## config.mk

```make
export PLATFORM = sky130hd
export DESIGN_NAME = srcdec_device_flat
export DESIGN_NICKNAME = d
export VERILOG_FILES = /design/src/srcdec_pkg.sv /design/src/srcdec_if.sv /design/src/srcdec_device.sv /design/src/flat_wrapper.sv
export SDC_FILE = /design/constraint.sdc
export NUM_CORES = 2
export LEC_CHECK = 0
export BUFFER_PORTS_ARGS = -buffer_cell sky130_fd_sc_hd__buf_2
export CAP_MARGIN = 20
export CORE_UTILIZATION = 58
export CTS_CLUSTER_DIAMETER = 40
export DETAILED_ROUTE_END_ITERATION = 10
export GPL_ROUTABILITY_DRIVEN = 0
export PLACE_DENSITY = 0.75
export SETUP_SLACK_MARGIN = 0.05
export SYNTH_ARGS = -nofsm -noshare
export SYNTH_HDL_FRONTEND = slang
export SYNTH_SLANG_ARGS = --single-unit
```

## constraint.sdc

```tcl
create_clock -name CLK -period 17.6 [get_ports CLK]
set_input_delay 2.64 -clock CLK [delete_from_list [all_inputs] [get_ports CLK]]
set_output_delay 2.64 -clock CLK [all_outputs]
set_load 0.01 [all_outputs]
```

## src/srcdec_pkg.sv

```systemverilog
// Shared constants and types for the source address decoder and its agent
package srcdec_pkg;

  // ***************************************************************
  // Widths and sizes
  // ***************************************************************
  localparam int ADDR_W      = 44;
  localparam int N_DRAM      = 20;
  localparam int N_IO        = 4;
  localparam int DRAM_IDX_W  = 5;
  localparam int IO_IDX_W    = 2;
  localparam int NODE_W      = 5;
  localparam int TGT_W       = 32;
  localparam int SLOT_W      = 4;
  localparam int SIZE_W      = 6;

  // ***************************************************************
  // Field positions
  // ***************************************************************
  // 256 MB limit granularity
  localparam int LIM_LSB     = 28;
  localparam int LIM_W       = ADDR_W - LIM_LSB;
  localparam int IO_BASE_LSB = 12;
  localparam int LOW_IDX_LSB = 6;
  localparam int MID_IDX_LSB = 16;
  localparam int HEMI_BIT_A  = 19;
  localparam int HEMI_BIT_B  = 13;
  localparam int HEMI_BIT_C  = 10;
  localparam int HEMI_BIT_D  = 6;
  localparam int NODE_HEMI   = 1;
  localparam logic [SIZE_W-1:0] IO_IDX_SPAN = 6'h03;

  // ***************************************************************
  // Memory attributes
  // ***************************************************************
  typedef enum logic [2:0] {
    ATTR_COHERENT          = 3'h0,
    ATTR_MMIO              = 3'h1,
    ATTR_LEGACY_IO         = 3'h2,
    ATTR_CONFIG_SPACE_TYPE = 3'h4,
    ATTR_NONEXISTENT_MEMORY_TYPE = 3'h7
  } srcdec_attr_t;

  // Which sub-decoder produced the answer
  typedef enum logic [1:0] {
    SRC_NONE  = 2'h0,
    SRC_SMALL = 2'h1,
    SRC_LARGE = 2'h2,
    SRC_DRAM  = 2'h3
  } srcdec_src_t;

  // ***************************************************************
  // Entry layouts
  // ***************************************************************
  typedef struct packed {
    logic [LIM_W-1:0] limit;
    logic [TGT_W-1:0] tgtlist;
    logic             idbase;
    logic             hemi;
    logic             tgtsel;
    srcdec_attr_t     attr;
  } srcdec_dram_t;

  typedef struct packed {
    logic                          enable;
    logic [ADDR_W-1:IO_BASE_LSB]   base;
    logic [SIZE_W-1:0]             size_log2;
    srcdec_attr_t                  attr;
    logic                          fixed;
    logic [NODE_W-1:0]             node;
    logic [TGT_W-1:0]              tgtlist;
    logic                          idbase;
  } srcdec_io_t;

  // ***************************************************************
  // Reset values
  // ***************************************************************
  localparam srcdec_dram_t DRAM_RST = '{limit: 16'h0000,
                                        tgtlist: 32'h0000_0000,
                                        idbase: 1'b0, hemi: 1'b0,
                                        tgtsel: 1'b1,
                                        attr: ATTR_NONEXISTENT_MEMORY_TYPE};
  localparam srcdec_io_t IO_RST = '0;
  localparam logic             VALID0_RST = 1'b0;
  // Node of the local configuration agent; value is arbitrary
  localparam logic [NODE_W-1:0] LOCAL_NODE = 5'h00;
  localparam logic [LIM_W-1:0]  LIMIT_TOP  = 16'hFFFF;
  localparam logic [DRAM_IDX_W-1:0] DRAM_LAST = 5'h13;

endpackage : srcdec_pkg

```

## src/srcdec_if.sv

```systemverilog
// Link between the caching agent and the source address decoder
`timescale 1ns/1ps
interface srcdec_if;
  import srcdec_pkg::*;

  // Request and answer
  logic                    req_valid;
  logic [ADDR_W-1:0]       req_addr;
  logic                    rsp_valid;
  logic                    rsp_hit;
  srcdec_attr_t            rsp_attr;
  logic [NODE_W-1:0]       rsp_node;
  // Configuration writes
  logic                    dram_we;
  logic [DRAM_IDX_W-1:0]   dram_idx;
  srcdec_dram_t            dram_data;
  logic                    io_we;
  logic                    io_large;
  logic [IO_IDX_W-1:0]     io_idx;
  srcdec_io_t              io_data;
  logic                    valid0_we;
  logic                    valid0_data;

  modport device (
    input  req_valid, req_addr, dram_we, dram_idx, dram_data,
    input  io_we, io_large, io_idx, io_data, valid0_we, valid0_data,
    output rsp_valid, rsp_hit, rsp_attr, rsp_node
  );

  modport agent (
    output req_valid, req_addr, dram_we, dram_idx, dram_data,
    output io_we, io_large, io_idx, io_data, valid0_we, valid0_data,
    input  rsp_valid, rsp_hit, rsp_attr, rsp_node
  );

endinterface : srcdec_if

```

## src/srcdec_device.sv

```systemverilog
// Source address decoder: small I/O, large I/O and DRAM range decoders
`timescale 1ns/1ps

// Overview of operation
// - I/O match overrides DRAM match
// - I/O regions typed MMIO, PCI config config-space
// - I/O range: fixed node or list entry
// - Twenty DRAM limits, contiguous ranges
// - Entry zero uses one valid bit
// - Limits compared at 256 MB granularity
// - DRAM type, list indexed low or hashed
// - Hemisphere inverts node bit 1
// - Non-coherent regions keep identical targets
// - Unused top entries repeat limit, nonexistent
// - Prime top limits downward, then real
// - Replicated entries keep distinct high index
// - Eight-way list plus base forms node
// - High-order index sits below region size
// - Hemisphere only with low interleave, bit 1; code also applies it with hashed index
// - DRAM low only, I/O high only
// - Priority small, large, then DRAM
// - Same address to all, one hit each
// - Matched region yields attribute and node
// - Match above previous limit, within own
// - Slots hold node 4:1, base bit 0
// - Valid bit and limits reset zero
module srcdec_device (
  // Clock and reset
  input  wire logic          CLK,
  input  wire logic          SRST,
  // Link to the caching agent
  srcdec_if.device           LINK,
  // Observation
  output srcdec_pkg::srcdec_src_t RSP_SOURCE,
  output logic               ENTRY0_VALID
);
  import srcdec_pkg::*;

  // ***************************************************************
  // Decoder storage
  // ***************************************************************
  srcdec_dram_t   dram [N_DRAM];
  srcdec_io_t     small_io_decoder  [N_IO];
  srcdec_io_t     large_io_decoder  [N_IO];
  logic           valid0;

  always_ff @(posedge CLK) begin
    if (SRST) begin
      for (int i = 0; i < N_DRAM; i++) begin
        dram[i] <= DRAM_RST;
      end
    end else if (LINK.dram_we) begin
      dram[LINK.dram_idx] <= LINK.dram_data;
    end
  end

  always_ff @(posedge CLK) begin
    if (SRST) begin
      for (int i = 0; i < N_IO; i++) begin
        small_io_decoder[i] <= IO_RST;
        large_io_decoder[i] <= IO_RST;
      end
    end else if (LINK.io_we) begin
      if (LINK.io_large) begin
        large_io_decoder[LINK.io_idx] <= LINK.io_data;
      end else begin
        small_io_decoder[LINK.io_idx] <= LINK.io_data;
      end
    end
  end

  always_ff @(posedge CLK) begin
    if (SRST) begin
      valid0 <= VALID0_RST;
    end else if (LINK.valid0_we) begin
      valid0 <= LINK.valid0_data;
    end
  end

  assign ENTRY0_VALID = valid0;

  // ***************************************************************
  // Decode functions
  // ***************************************************************
  // Naturally aligned power-of-two window, size at least 2^15
  function automatic logic io_hit(srcdec_io_t e, logic [ADDR_W-1:0] a);
    logic [ADDR_W-1:0] mask;
    logic [ADDR_W-1:0] base;
    mask   = {ADDR_W{1'b1}} << e.size_log2;
    base   = {e.base, {IO_BASE_LSB{1'b0}}};
    io_hit = e.enable && ((a & mask) == (base & mask));
  endfunction : io_hit

  function automatic logic [NODE_W-1:0] io_node(srcdec_io_t e,
                                                logic [ADDR_W-1:0] a);
    logic [ADDR_W-1:0] sh;
    logic [2:0]        idx;
    logic [SLOT_W-1:0] slot;
    sh   = a >> (e.size_log2 - IO_IDX_SPAN);
    idx  = sh[2:0];
    slot = e.tgtlist[{idx, 2'b00} +: SLOT_W];
    io_node = e.fixed ? e.node : {slot, e.idbase};
  endfunction : io_node

  // ***************************************************************
  // Parallel match
  // ***************************************************************
  logic [N_IO-1:0]    ios_hit;
  logic [N_IO-1:0]    iol_hit;
  logic [N_DRAM-1:0]  dram_le;
  logic [N_DRAM-1:0]  dram_hit;
  logic [LIM_W-1:0]   addr_hi;

  // only bits above 256 MB compared
  assign addr_hi = LINK.req_addr[ADDR_W-1:LIM_LSB];

  for (genvar g = 0; g < N_IO; g++) begin : g_io
    assign ios_hit[g] = io_hit(small_io_decoder[g], LINK.req_addr);
    assign iol_hit[g] = io_hit(large_io_decoder[g], LINK.req_addr);
  end

  for (genvar g = 0; g < N_DRAM; g++) begin : g_dram
    assign dram_le[g] = (addr_hi <= dram[g].limit);
    if (g == 0) begin : g_first
      assign dram_hit[g] = dram_le[g] & valid0;
    end else begin : g_rest
      assign dram_hit[g] = dram_le[g] & ~dram_le[g-1];
    end
  end

  // ***************************************************************
  // Selection within each decoder
  // ***************************************************************
  // Only one hit per decoder is legal; lowest index wins otherwise
  srcdec_io_t     ios_sel;
  srcdec_io_t     iol_sel;
  srcdec_dram_t   dram_sel;
  logic           ios_any;
  logic           iol_any;
  logic           dram_any;

  always_comb begin
    ios_sel = IO_RST;
    iol_sel = IO_RST;
    ios_any = 1'b0;
    iol_any = 1'b0;
    for (int i = 0; i < N_IO; i++) begin
      if (ios_hit[i] && !ios_any) begin
        ios_any = 1'b1;
        ios_sel = small_io_decoder[i];
      end
      if (iol_hit[i] && !iol_any) begin
        iol_any = 1'b1;
        iol_sel = large_io_decoder[i];
      end
    end
  end

  always_comb begin
    dram_sel = DRAM_RST;
    dram_any = 1'b0;
    for (int i = 0; i < N_DRAM; i++) begin
      if (dram_hit[i] && !dram_any) begin
        dram_any = 1'b1;
        dram_sel = dram[i];
      end
    end
  end

  // ***************************************************************
  // DRAM node generation
  // ***************************************************************
  logic [2:0]         low_idx;
  logic [2:0]         dram_idx;
  logic               hemi_bit;
  logic [NODE_W-1:0]  dram_node;

  assign low_idx  = LINK.req_addr[LOW_IDX_LSB +: 3];
  assign hemi_bit = LINK.req_addr[HEMI_BIT_A] ^ LINK.req_addr[HEMI_BIT_B]
                  ^ LINK.req_addr[HEMI_BIT_C] ^ LINK.req_addr[HEMI_BIT_D];

  always_comb begin
    dram_idx = dram_sel.tgtsel ? low_idx
                               : low_idx ^ LINK.req_addr[MID_IDX_LSB +: 3];
    // slot gives 4:1, base gives 0
    dram_node = {dram_sel.tgtlist[{dram_idx, 2'b00} +: SLOT_W],
                 dram_sel.idbase};
    if (dram_sel.hemi) begin
      dram_node[NODE_HEMI] = dram_node[NODE_HEMI] ^ hemi_bit;
    end
  end

  // ***************************************************************
  // Priority and answer
  // ***************************************************************
  logic               next_hit;
  srcdec_attr_t       next_attr;
  logic [NODE_W-1:0]  next_node;
  srcdec_src_t        next_src;

  always_comb begin
    next_hit  = 1'b1;
    next_attr = ATTR_NONEXISTENT_MEMORY_TYPE;
    next_node = LOCAL_NODE;
    next_src  = SRC_NONE;
    if (ios_any) begin
      next_attr = ios_sel.attr;
      next_node = io_node(ios_sel, LINK.req_addr);
      next_src  = SRC_SMALL;
    end else if (iol_any) begin
      next_attr = iol_sel.attr;
      next_node = io_node(iol_sel, LINK.req_addr);
      next_src  = SRC_LARGE;
    end else if (dram_any) begin
      next_attr = dram_sel.attr;
      next_src  = SRC_DRAM;
      // Holes go to the local configuration agent
      if (dram_sel.attr != ATTR_NONEXISTENT_MEMORY_TYPE) begin
        next_node = dram_node;
      end
    end else begin
      next_hit = 1'b0;
    end
  end

  always_ff @(posedge CLK) begin
    if (SRST) begin
      LINK.rsp_valid <= 1'b0;
    end else begin
      LINK.rsp_valid <= LINK.req_valid;
    end
  end

  always_ff @(posedge CLK) begin
    if (SRST) begin
      LINK.rsp_hit  <= 1'b0;
      LINK.rsp_attr <= ATTR_NONEXISTENT_MEMORY_TYPE;
      LINK.rsp_node <= LOCAL_NODE;
      RSP_SOURCE    <= SRC_NONE;
    end else if (LINK.req_valid) begin
      LINK.rsp_hit  <= next_hit;
      LINK.rsp_attr <= next_attr;
      LINK.rsp_node <= next_node;
      RSP_SOURCE    <= next_src;
    end
  end

endmodule : srcdec_device

```

## src/flat_wrapper.sv

```systemverilog
// flat-port wrapper written by rule: the top's interface ports become plain ports
module srcdec_device_flat import srcdec_pkg::*;
  (CLK, SRST, RSP_SOURCE, ENTRY0_VALID, LINK_req_valid, LINK_req_addr, LINK_dram_we, LINK_dram_idx, LINK_dram_data, LINK_io_we, LINK_io_large, LINK_io_idx, LINK_io_data, LINK_valid0_we, LINK_valid0_data, LINK_rsp_valid, LINK_rsp_hit, LINK_rsp_attr, LINK_rsp_node);
  srcdec_if LINK_i ();
  input  wire logic CLK;
  input  wire logic SRST;
  output srcdec_pkg::srcdec_src_t RSP_SOURCE;
  output logic ENTRY0_VALID;
  input wire logic [$bits(LINK_i.req_valid)-1:0] LINK_req_valid;
  input wire logic [$bits(LINK_i.req_addr)-1:0] LINK_req_addr;
  input wire logic [$bits(LINK_i.dram_we)-1:0] LINK_dram_we;
  input wire logic [$bits(LINK_i.dram_idx)-1:0] LINK_dram_idx;
  input wire logic [$bits(LINK_i.dram_data)-1:0] LINK_dram_data;
  input wire logic [$bits(LINK_i.io_we)-1:0] LINK_io_we;
  input wire logic [$bits(LINK_i.io_large)-1:0] LINK_io_large;
  input wire logic [$bits(LINK_i.io_idx)-1:0] LINK_io_idx;
  input wire logic [$bits(LINK_i.io_data)-1:0] LINK_io_data;
  input wire logic [$bits(LINK_i.valid0_we)-1:0] LINK_valid0_we;
  input wire logic [$bits(LINK_i.valid0_data)-1:0] LINK_valid0_data;
  output wire logic [$bits(LINK_i.rsp_valid)-1:0] LINK_rsp_valid;
  output wire logic [$bits(LINK_i.rsp_hit)-1:0] LINK_rsp_hit;
  output wire logic [$bits(LINK_i.rsp_attr)-1:0] LINK_rsp_attr;
  output wire logic [$bits(LINK_i.rsp_node)-1:0] LINK_rsp_node;
  assign LINK_i.req_valid = LINK_req_valid;
  assign LINK_i.req_addr = LINK_req_addr;
  assign LINK_i.dram_we = LINK_dram_we;
  assign LINK_i.dram_idx = LINK_dram_idx;
  assign LINK_i.dram_data = LINK_dram_data;
  assign LINK_i.io_we = LINK_io_we;
  assign LINK_i.io_large = LINK_io_large;
  assign LINK_i.io_idx = LINK_io_idx;
  assign LINK_i.io_data = LINK_io_data;
  assign LINK_i.valid0_we = LINK_valid0_we;
  assign LINK_i.valid0_data = LINK_valid0_data;
  assign LINK_rsp_valid = LINK_i.rsp_valid;
  assign LINK_rsp_hit = LINK_i.rsp_hit;
  assign LINK_rsp_attr = LINK_i.rsp_attr;
  assign LINK_rsp_node = LINK_i.rsp_node;
  srcdec_device u_core (.CLK(CLK), .SRST(SRST), .LINK(LINK_i), .RSP_SOURCE(RSP_SOURCE), .ENTRY0_VALID(ENTRY0_VALID));
endmodule
```

* Yosys cells after proc, flatten, opt, wreduce, memory -nomap -nowiden
Memories as Yosys holds them, arrays and structs flattened. Cells that the tools add are included.
Cells by class: add/sub/neg operators 2, $lt $le $gt $ge 20, eq/ne operators 9, shifts and indexed selects 13, multiplexer cells 95, bitwise gates (word level) 60, reductions and logical operators 61
Operator list (count):
- two-way mux 38 bit | 20
- bitwise AND 44 bit | 16
- two-way mux 48 bit | 8
- == test 44 bit | 8
- left shift 44 x 6 -> 44 bit (first input constant) | 8
- less-or-equal comparator 16 bit | 20
- two-way mux 81 bit | 2
- OR reduction 81 bit | 2
- indexed part select 32 x 6 -> 4 bit | 3
- >> shifter 44 x 6 -> 3 bit | 2
- two-way mux 54 bit | 1
- OR reduction 54 bit | 1
- two-way mux 1 bit | 48
- two-way mux 5 bit | 7
- logical AND 1 bit | 33
- zero test 1 bit | 25
- bitwise AND 1 bit | 20
- NOT 1 bit | 19
- two-way mux 3 bit | 4
- subtractor 6 x 2 -> 6 bit (second input constant) | 2
- two-way mux 2 bit | 5
- XOR 1 bit | 4
- inequality test 3 bit (second input constant) | 1
- XOR 3 bit | 1
Storage, ports and cells: register bits 13, RAM bits 1728, input port bits 194, output and inout port bits 13, word-level logic and storage cells 269, memories 3
Memory list:
- u_core.dram | words 20, bits a word 54, read ports 20, clocked after memory_dff 0, write ports 20, RTL line srcdec_device.sv:42 | srcdec_dram_t dram [N_DRAM];
- u_core.large_io_decoder | words 4, bits a word 81, read ports 4, clocked after memory_dff 0, write ports 4, RTL line srcdec_device.sv:44 | srcdec_io_t large_io_decoder [N_IO];
- u_core.small_io_decoder | words 4, bits a word 81, read ports 4, clocked after memory_dff 0, write ports 4, RTL line srcdec_device.sv:43 | srcdec_io_t small_io_decoder [N_IO];

* Logic depth before layout (Yosys ltp)
An unclocked memory read counts as a cell.
depth after elaboration 69, mapped depth 31, depth with buffers taken out 24

* Worst setup path before layout
No wires, ideal clock.
path type input to register, from input port LINK_req_addr[24], to register u_core.LINK.rsp_node[4], library setup time 0.116 ns, arrival time 8.229 ns, required time 17.484 ns, slack 9.255 ns, cell stages on the path 27, path buffers 4, path through buf_2 -> xor2_1 -> a221oi_1 -> nand4_1 -> or4_4 -> o41ai_2 -> o2111ai_1 -> a31oi_1 -> a21oi_2 -> buf_6 -> inv_2 -> ha_1 -> clkbuf_1 -> inv_1 -> or3_1 -> o211a_1 -> buf_2 -> mux2i_1 -> mux2_2 -> o211ai_1 -> nand3_1 -> nand2_4 -> mux4_2 -> a311oi_1 -> a2111o_1 -> nor4_1 -> o211a_1
Between the ends: cells in the longest elaborated chain, start to end 19, elaborated cells between the ends (all ways) 62, classes of those cells add/sub: 2; eq/ne: 8; shift: 4; mux: 20; bitwise: 8; reduce/logical: 20
Ends and longest elaborated chain:
- start, declared | RTL line flat_wrapper.sv:10 | input wire logic [$bits(LINK_i.req_addr)-1:0] LINK_req_addr;
- bitwise AND 44 bit | RTL line srcdec_device.sv:91 | io_hit = e.enable && ((a & mask) == (base & mask));
- == test 44 bit | RTL line srcdec_device.sv:91
- logical AND 1 bit | RTL line srcdec_device.sv:91
- two-way mux 1 bit | RTL line srcdec_device.sv:152 | if (iol_hit[i] && !iol_any) begin
- zero test 1 bit | RTL line srcdec_device.sv:152
- logical AND 1 bit | RTL line srcdec_device.sv:152
- two-way mux 1 bit | RTL line srcdec_device.sv:152
- zero test 1 bit | RTL line srcdec_device.sv:152
- [... 3 more ...]
- logical AND 1 bit | RTL line srcdec_device.sv:152
- two-way mux 48 bit | RTL line srcdec_device.sv:152
- subtractor 6 x 2 -> 6 bit | RTL line srcdec_device.sv:99 | sh = a >> (e.size_log2 - IO_IDX_SPAN);
- >> shifter 44 x 6 -> 3 bit | RTL line srcdec_device.sv:99
- indexed part select 32 x 6 -> 4 bit | RTL line srcdec_device.sv:101 | slot = e.tgtlist[{idx, 2'b00} +: SLOT_W];
- two-way mux 5 bit | RTL line srcdec_device.sv:102 | io_node = e.fixed ? e.node : {slot, e.idbase};
- two-way mux 5 bit | RTL line srcdec_device.sv:210 | end else if (iol_any) begin
- two-way mux 5 bit (*) | RTL line srcdec_device.sv:206 | if (ios_any) begin
- end signal, assigned | RTL line srcdec_device.sv:243 | LINK.rsp_node <= next_node;
- end, declared | RTL line srcdec_if.sv:27 | output rsp_valid, rsp_hit, rsp_attr, rsp_node
Every way passes the cells marked *; elsewhere a longest branch is shown, timed or not. A chain may end at the register's enable or synchronous reset.

* Worst setup path in the final report
from input port LINK_req_addr[29], to register u_core.LINK.rsp_node[3]
Between the ends: cells in the longest elaborated chain, start to end 66, elaborated cells between the ends (all ways) 204, classes of those cells add/sub: 2; order compare: 20; eq/ne: 9; shift: 5; mux: 63; bitwise: 47; reduce/logical: 58
Ends and longest elaborated chain:
- less-or-equal comparator 16 bit | RTL line srcdec_device.sv:123 | assign dram_le[g] = (addr_hi <= dram[g].limit);
- bitwise AND 1 bit | RTL line srcdec_device.sv:125 | assign dram_hit[g] = dram_le[g] & valid0;
- two-way mux 1 bit | RTL line srcdec_device.sv:163 | if (dram_hit[i] && !dram_any) begin
- zero test 1 bit | RTL line srcdec_device.sv:163
- logical AND 1 bit | RTL line srcdec_device.sv:163
- two-way mux 1 bit | RTL line srcdec_device.sv:163
- zero test 1 bit | RTL line srcdec_device.sv:163
- logical AND 1 bit | RTL line srcdec_device.sv:163
- [... 50 more ...]
- logical AND 1 bit | RTL line srcdec_device.sv:163
- two-way mux 38 bit | RTL line srcdec_device.sv:163
- two-way mux 3 bit | RTL line srcdec_device.sv:183 | dram_idx = dram_sel.tgtsel ? low_idx
- indexed part select 32 x 6 -> 4 bit | RTL line srcdec_device.sv:186 | dram_node = {dram_sel.tgtlist[{dram_idx, 2'b00} +: SLOT_W],
- two-way mux 5 bit | RTL line srcdec_device.sv:218 | if (dram_sel.attr != ATTR_NONEXISTENT_MEMORY_TYPE) begin
- two-way mux 5 bit | RTL line srcdec_device.sv:214 | end else if (dram_any) begin
- two-way mux 5 bit | RTL line srcdec_device.sv:210
- two-way mux 5 bit (*) | RTL line srcdec_device.sv:206
Marked as above.

==> run_results.csv <==
group,metric,value,unit
hold_path,worstHoldPathCells,2,
clock_tree,htree_levels,4,
layout,synth_to_layout_area_growth,11.6,%
critical_path,timing.critical_path.from_type,"input port",
yosys,netlist_area,92600,um2
global_routing,global_route.usage.total,35.6,%
timing,final-setup-viol-count,0,
yosys,synthesis.instances,7920,
critical_path,end_kind,"register",
route,drtPass1Iterations,11,
timing,fin_crit_sh,59.7,%
timing,tightestPinTransition,1.18,ns
global_routing,gr-max-usage-layer,"met2",
pwr,ir_drop,0.104,mV
die,core_region_area,158000,um2
timing,finalHoldWorstSlack,0.569,ns
critical_path,timing.reg2reg.setup_slack,8.51,ns
global_routing,grt.met1_usage,46.5,%
yosys,postSynth.topFlopCell,"sky130_fd_sc_hd__edfxtp_1",
die,i_o_pin_cnt,207,
pwr,p_leak,0.0388,uW
timing,slew_headroom,21.3,%
clock_tree,cts-root-to-sink-buffers,3,
critical_path,reg2reg_depth,28,
clock_tree,clock_tree_from_tritoncts,"yes",
timing,tns,0,ns
clock_tree,tritoncts_num_sinks,1741,
layout,num-nets-final,8435,
global_routing,grt_pass1_wl,427,mm
route,drc_errors,115,
yosys,ys_async_sr_fraction,0,%
critical_path,crit_path_max_fanout,46,
yosys,ys_warn_count,0,
route,totalWireLength,292,mm
clock_tree,cts.repair.resized,0,
critical_path,cpMostUsedCell,"sky130_fd_sc_hd__buf_4",
critical_path,timing.setup.critical_path_class,"input port to register",
die,floorplan.initialDensity,58.5,%
hold_path,worst_hold_path.endpoint,"u_core.LINK.rsp_attr[2]",
critical_path,crit-reg2reg-capture,"u_core.LINK.rsp_node[3]",
place,place_worst_setup_slack,6.44,ns
timing,min_period,10.51,ns
run_status,failed_checks,"design-rule violations",
critical_path,r2r_start,"u_core.large_io_decoder[1][44]",
yosys,post_synth_edffs,1728,
clock_tree,cts_hold_repair.buffers,0,
yosys,syn_avg_cell_area,11.7,um2
place,dp_hpwl,181,mm
critical_path,critical-path-max-stage-delay,0.91,ns
place,port_buffers,206,
job,timing.max_cap.violations,0,
layout,mostFrequentLayoutCell,"sky130_fd_sc_hd__edfxtp_1",
pwr,powerDensity,107,nW/um2
critical_path,critical_path_arrival,11.34,ns
run_status,status,"complete, but fails checks",
global_routing,global_route.overflow_total,0,
clock_tree,clock_root_cell,"sky130_fd_sc_hd__clkbuf_16",
yosys,synth.distinct_cells,130,
route,wire_per_inst,28.6,um
clock_tree,clk-insertion-delay-late,0.88,ns
layout,drive_gt1_share,11.9,%
layout,most-common-layout-cells,"sky130_fd_sc_hd__edfxtp_1 (1,728), sky130_fd_sc_hd__and2_1 (1,668), sky130_fd_sc_hd__inv_1 (367)",
critical_path,critPathRequiredTime,18.42,ns
timing,finalHoldViolations,0,
critical_path,cp-startpoint,"LINK_req_addr[29]",
route,vias,67843,
clock_tree,cts.repair_timing.setup_buffer_count,0,
timing,rsz0062_at_grt,"false",
die,die_w,402,um
timing,setup_ws,7.09,ns
yosys,synth-seq-area-share,56.3,%
timing,max_freq,0.0951,GHz
critical_path,cpMaxStageDelayCell,"sky130_fd_sc_hd__nor2_1",
yosys,synthesis.nets,8436,
yosys,postSynthRegisterBits,1741,
layout,regArea,52200,um2
clock_tree,cts_made_buffers,238,
die,placement_rows,146,
timing,fin_skew,0.0547,ns
global_routing,global_route.usage.met2,56.0,%
global_routing,met3_grt_util,8.19,%
route,postRouteAntennaNets,0,
global_routing,initial_antenna_violation_count,38,
route,routed_via_count_divided_by_cell_count,6.64,
die,dieHeight,402,um
hold_path,hold_path.startpoint,"u_core.LINK.rsp_attr[2]",
layout,fillerInstances,11556,
hold_path,hold_class,"register to register",
layout,multiInputGateArea,36900,um2
route,count_of_routing_violations_after_the_opening_detailed_route_iteration,10445,
clock_tree,clk_pin_slew,0.06,ns
die,design.die.area,161000,um2
global_routing,largest_net_degree_at_the_start_of_global_routing,83,
timing,maxSlewViolCount,0,
global_routing,grt_pass1_vias,65873,
## worst max-delay path, delay by kind of cell
kind / cells / cell delay (ns)
compound gates: 11 / 2.42
xor+xnor: 1 / 0.12
fa+ha+maj: 1 / 0.34
buf+inv: 9 / 2.95
mux: 1 / 0.35
simple gates: 8 / 2.45
## metrics by stage
stage / instance area, um2 / std cells / power [uW] / utilization (%)
after floorplan: 92600 / 7920 / 5720 / -
after global placement: 95200 / 9747 / 6220 / 60.1
after detailed placement: 95200 / 9748 / 6260 / 60.1
after CTS: 103000 / 10194 / 11000 / 65.2
after global routing: 103000 / 10211 / 11400 / 65.3
final: 103000 / 10217 / 11100 / 65.3
## report_power, final
| group | leakage (uW) | switching (uW) | internal, uW |
|---|---|---|---|
| Sequential | 0.0167 | 129 | 4810 |
| Combinational | 0.0182 | 887 | 411 |
| Clock | 0.00392 | 1960 | 2890 |
| Total | 0.0388 | 2980 | 8100 |
## per-layer routing
layer | vias up | share of wire [%]
met5 | - | 0.047
met3 | 943 | 12
met4 | 14 | 5.3
li1 | 28977 | -
met1 | 33067 | 36
met2 | 4842 | 46
## worst max path at each step
| stage | slack (ns) | endpoint |
|---|---|---|
| after global routing | 6.81 | u_core.LINK.rsp_node[4] |
| after floorplan | 9.25 | u_core.LINK.rsp_node[4] |
| after detailed placement | 6.44 | u_core.LINK.rsp_node[3] |
| after global placement | 6.45 | u_core.LINK.rsp_node[3] |
| final | 7.09 | u_core.LINK.rsp_node[3] |
| after CTS | 7.36 | u_core.LINK.rsp_node[3] |
## state kept, by name, summed over array words and instances (netlist names)
signal                   count
u_core.large_io_decoder    324
u_core.dram               1080
u_core.RSP_SOURCE            2
u_core.LINK.rsp_node         5
u_core.LINK.rsp_valid        1
u_core.LINK.rsp_hit          1
u_core.small_io_decoder    324
u_core.LINK.rsp_attr         3
u_core.ENTRY0_VALID          1
## cells in the mapped netlist, types with 94 or more instances
cell type | number | area, um2
sky130_fd_sc_hd__and2_1 | 1668 | 10400
sky130_fd_sc_hd__nor2_1 | 298 | 1120
sky130_fd_sc_hd__buf_2 | 116 | 581
sky130_fd_sc_hd__nand4_1 | 97 | 607
sky130_fd_sc_hd__clkbuf_1 | 433 | 1630
sky130_fd_sc_hd__ha_1 | 322 | 4030
sky130_fd_sc_hd__a21o_1 | 94 | 706
sky130_fd_sc_hd__mux2i_1 | 129 | 1290
sky130_fd_sc_hd__a21oi_1 | 247 | 1240
sky130_fd_sc_hd__xor2_1 | 179 | 1570
sky130_fd_sc_hd__edfxtp_1 | 1728 | 51900
sky130_fd_sc_hd__or3_1 | 103 | 644
sky130_fd_sc_hd__nand2_1 | 327 | 1230
sky130_fd_sc_hd__o21ai_0 | 209 | 1050
sky130_fd_sc_hd__inv_1 | 367 | 1380
sky130_fd_sc_hd__nand3_1 | 138 | 691
## cell type report
cell class	count	area share [%]
antenna	20	0.0484
clock buffer	269	5.90
clock inverter	177	1.94
inverter	374	1.36
multi-input combinational	5209	35.7
sequential	1741	50.4
tap	2072	2.51
timing repair buffer	355	2.11
## kinds of logic after synthesis
group	Yosys count	share of synthesized area, %
compound gates	1459	11.5
mux	199	2.69
buf+inv	970	4.25
flops	1741	56.3
xor+xnor	267	2.55
fa+ha+maj	323	4.36
simple gates	2961	18.3
(Power assumes the default switching activity.)
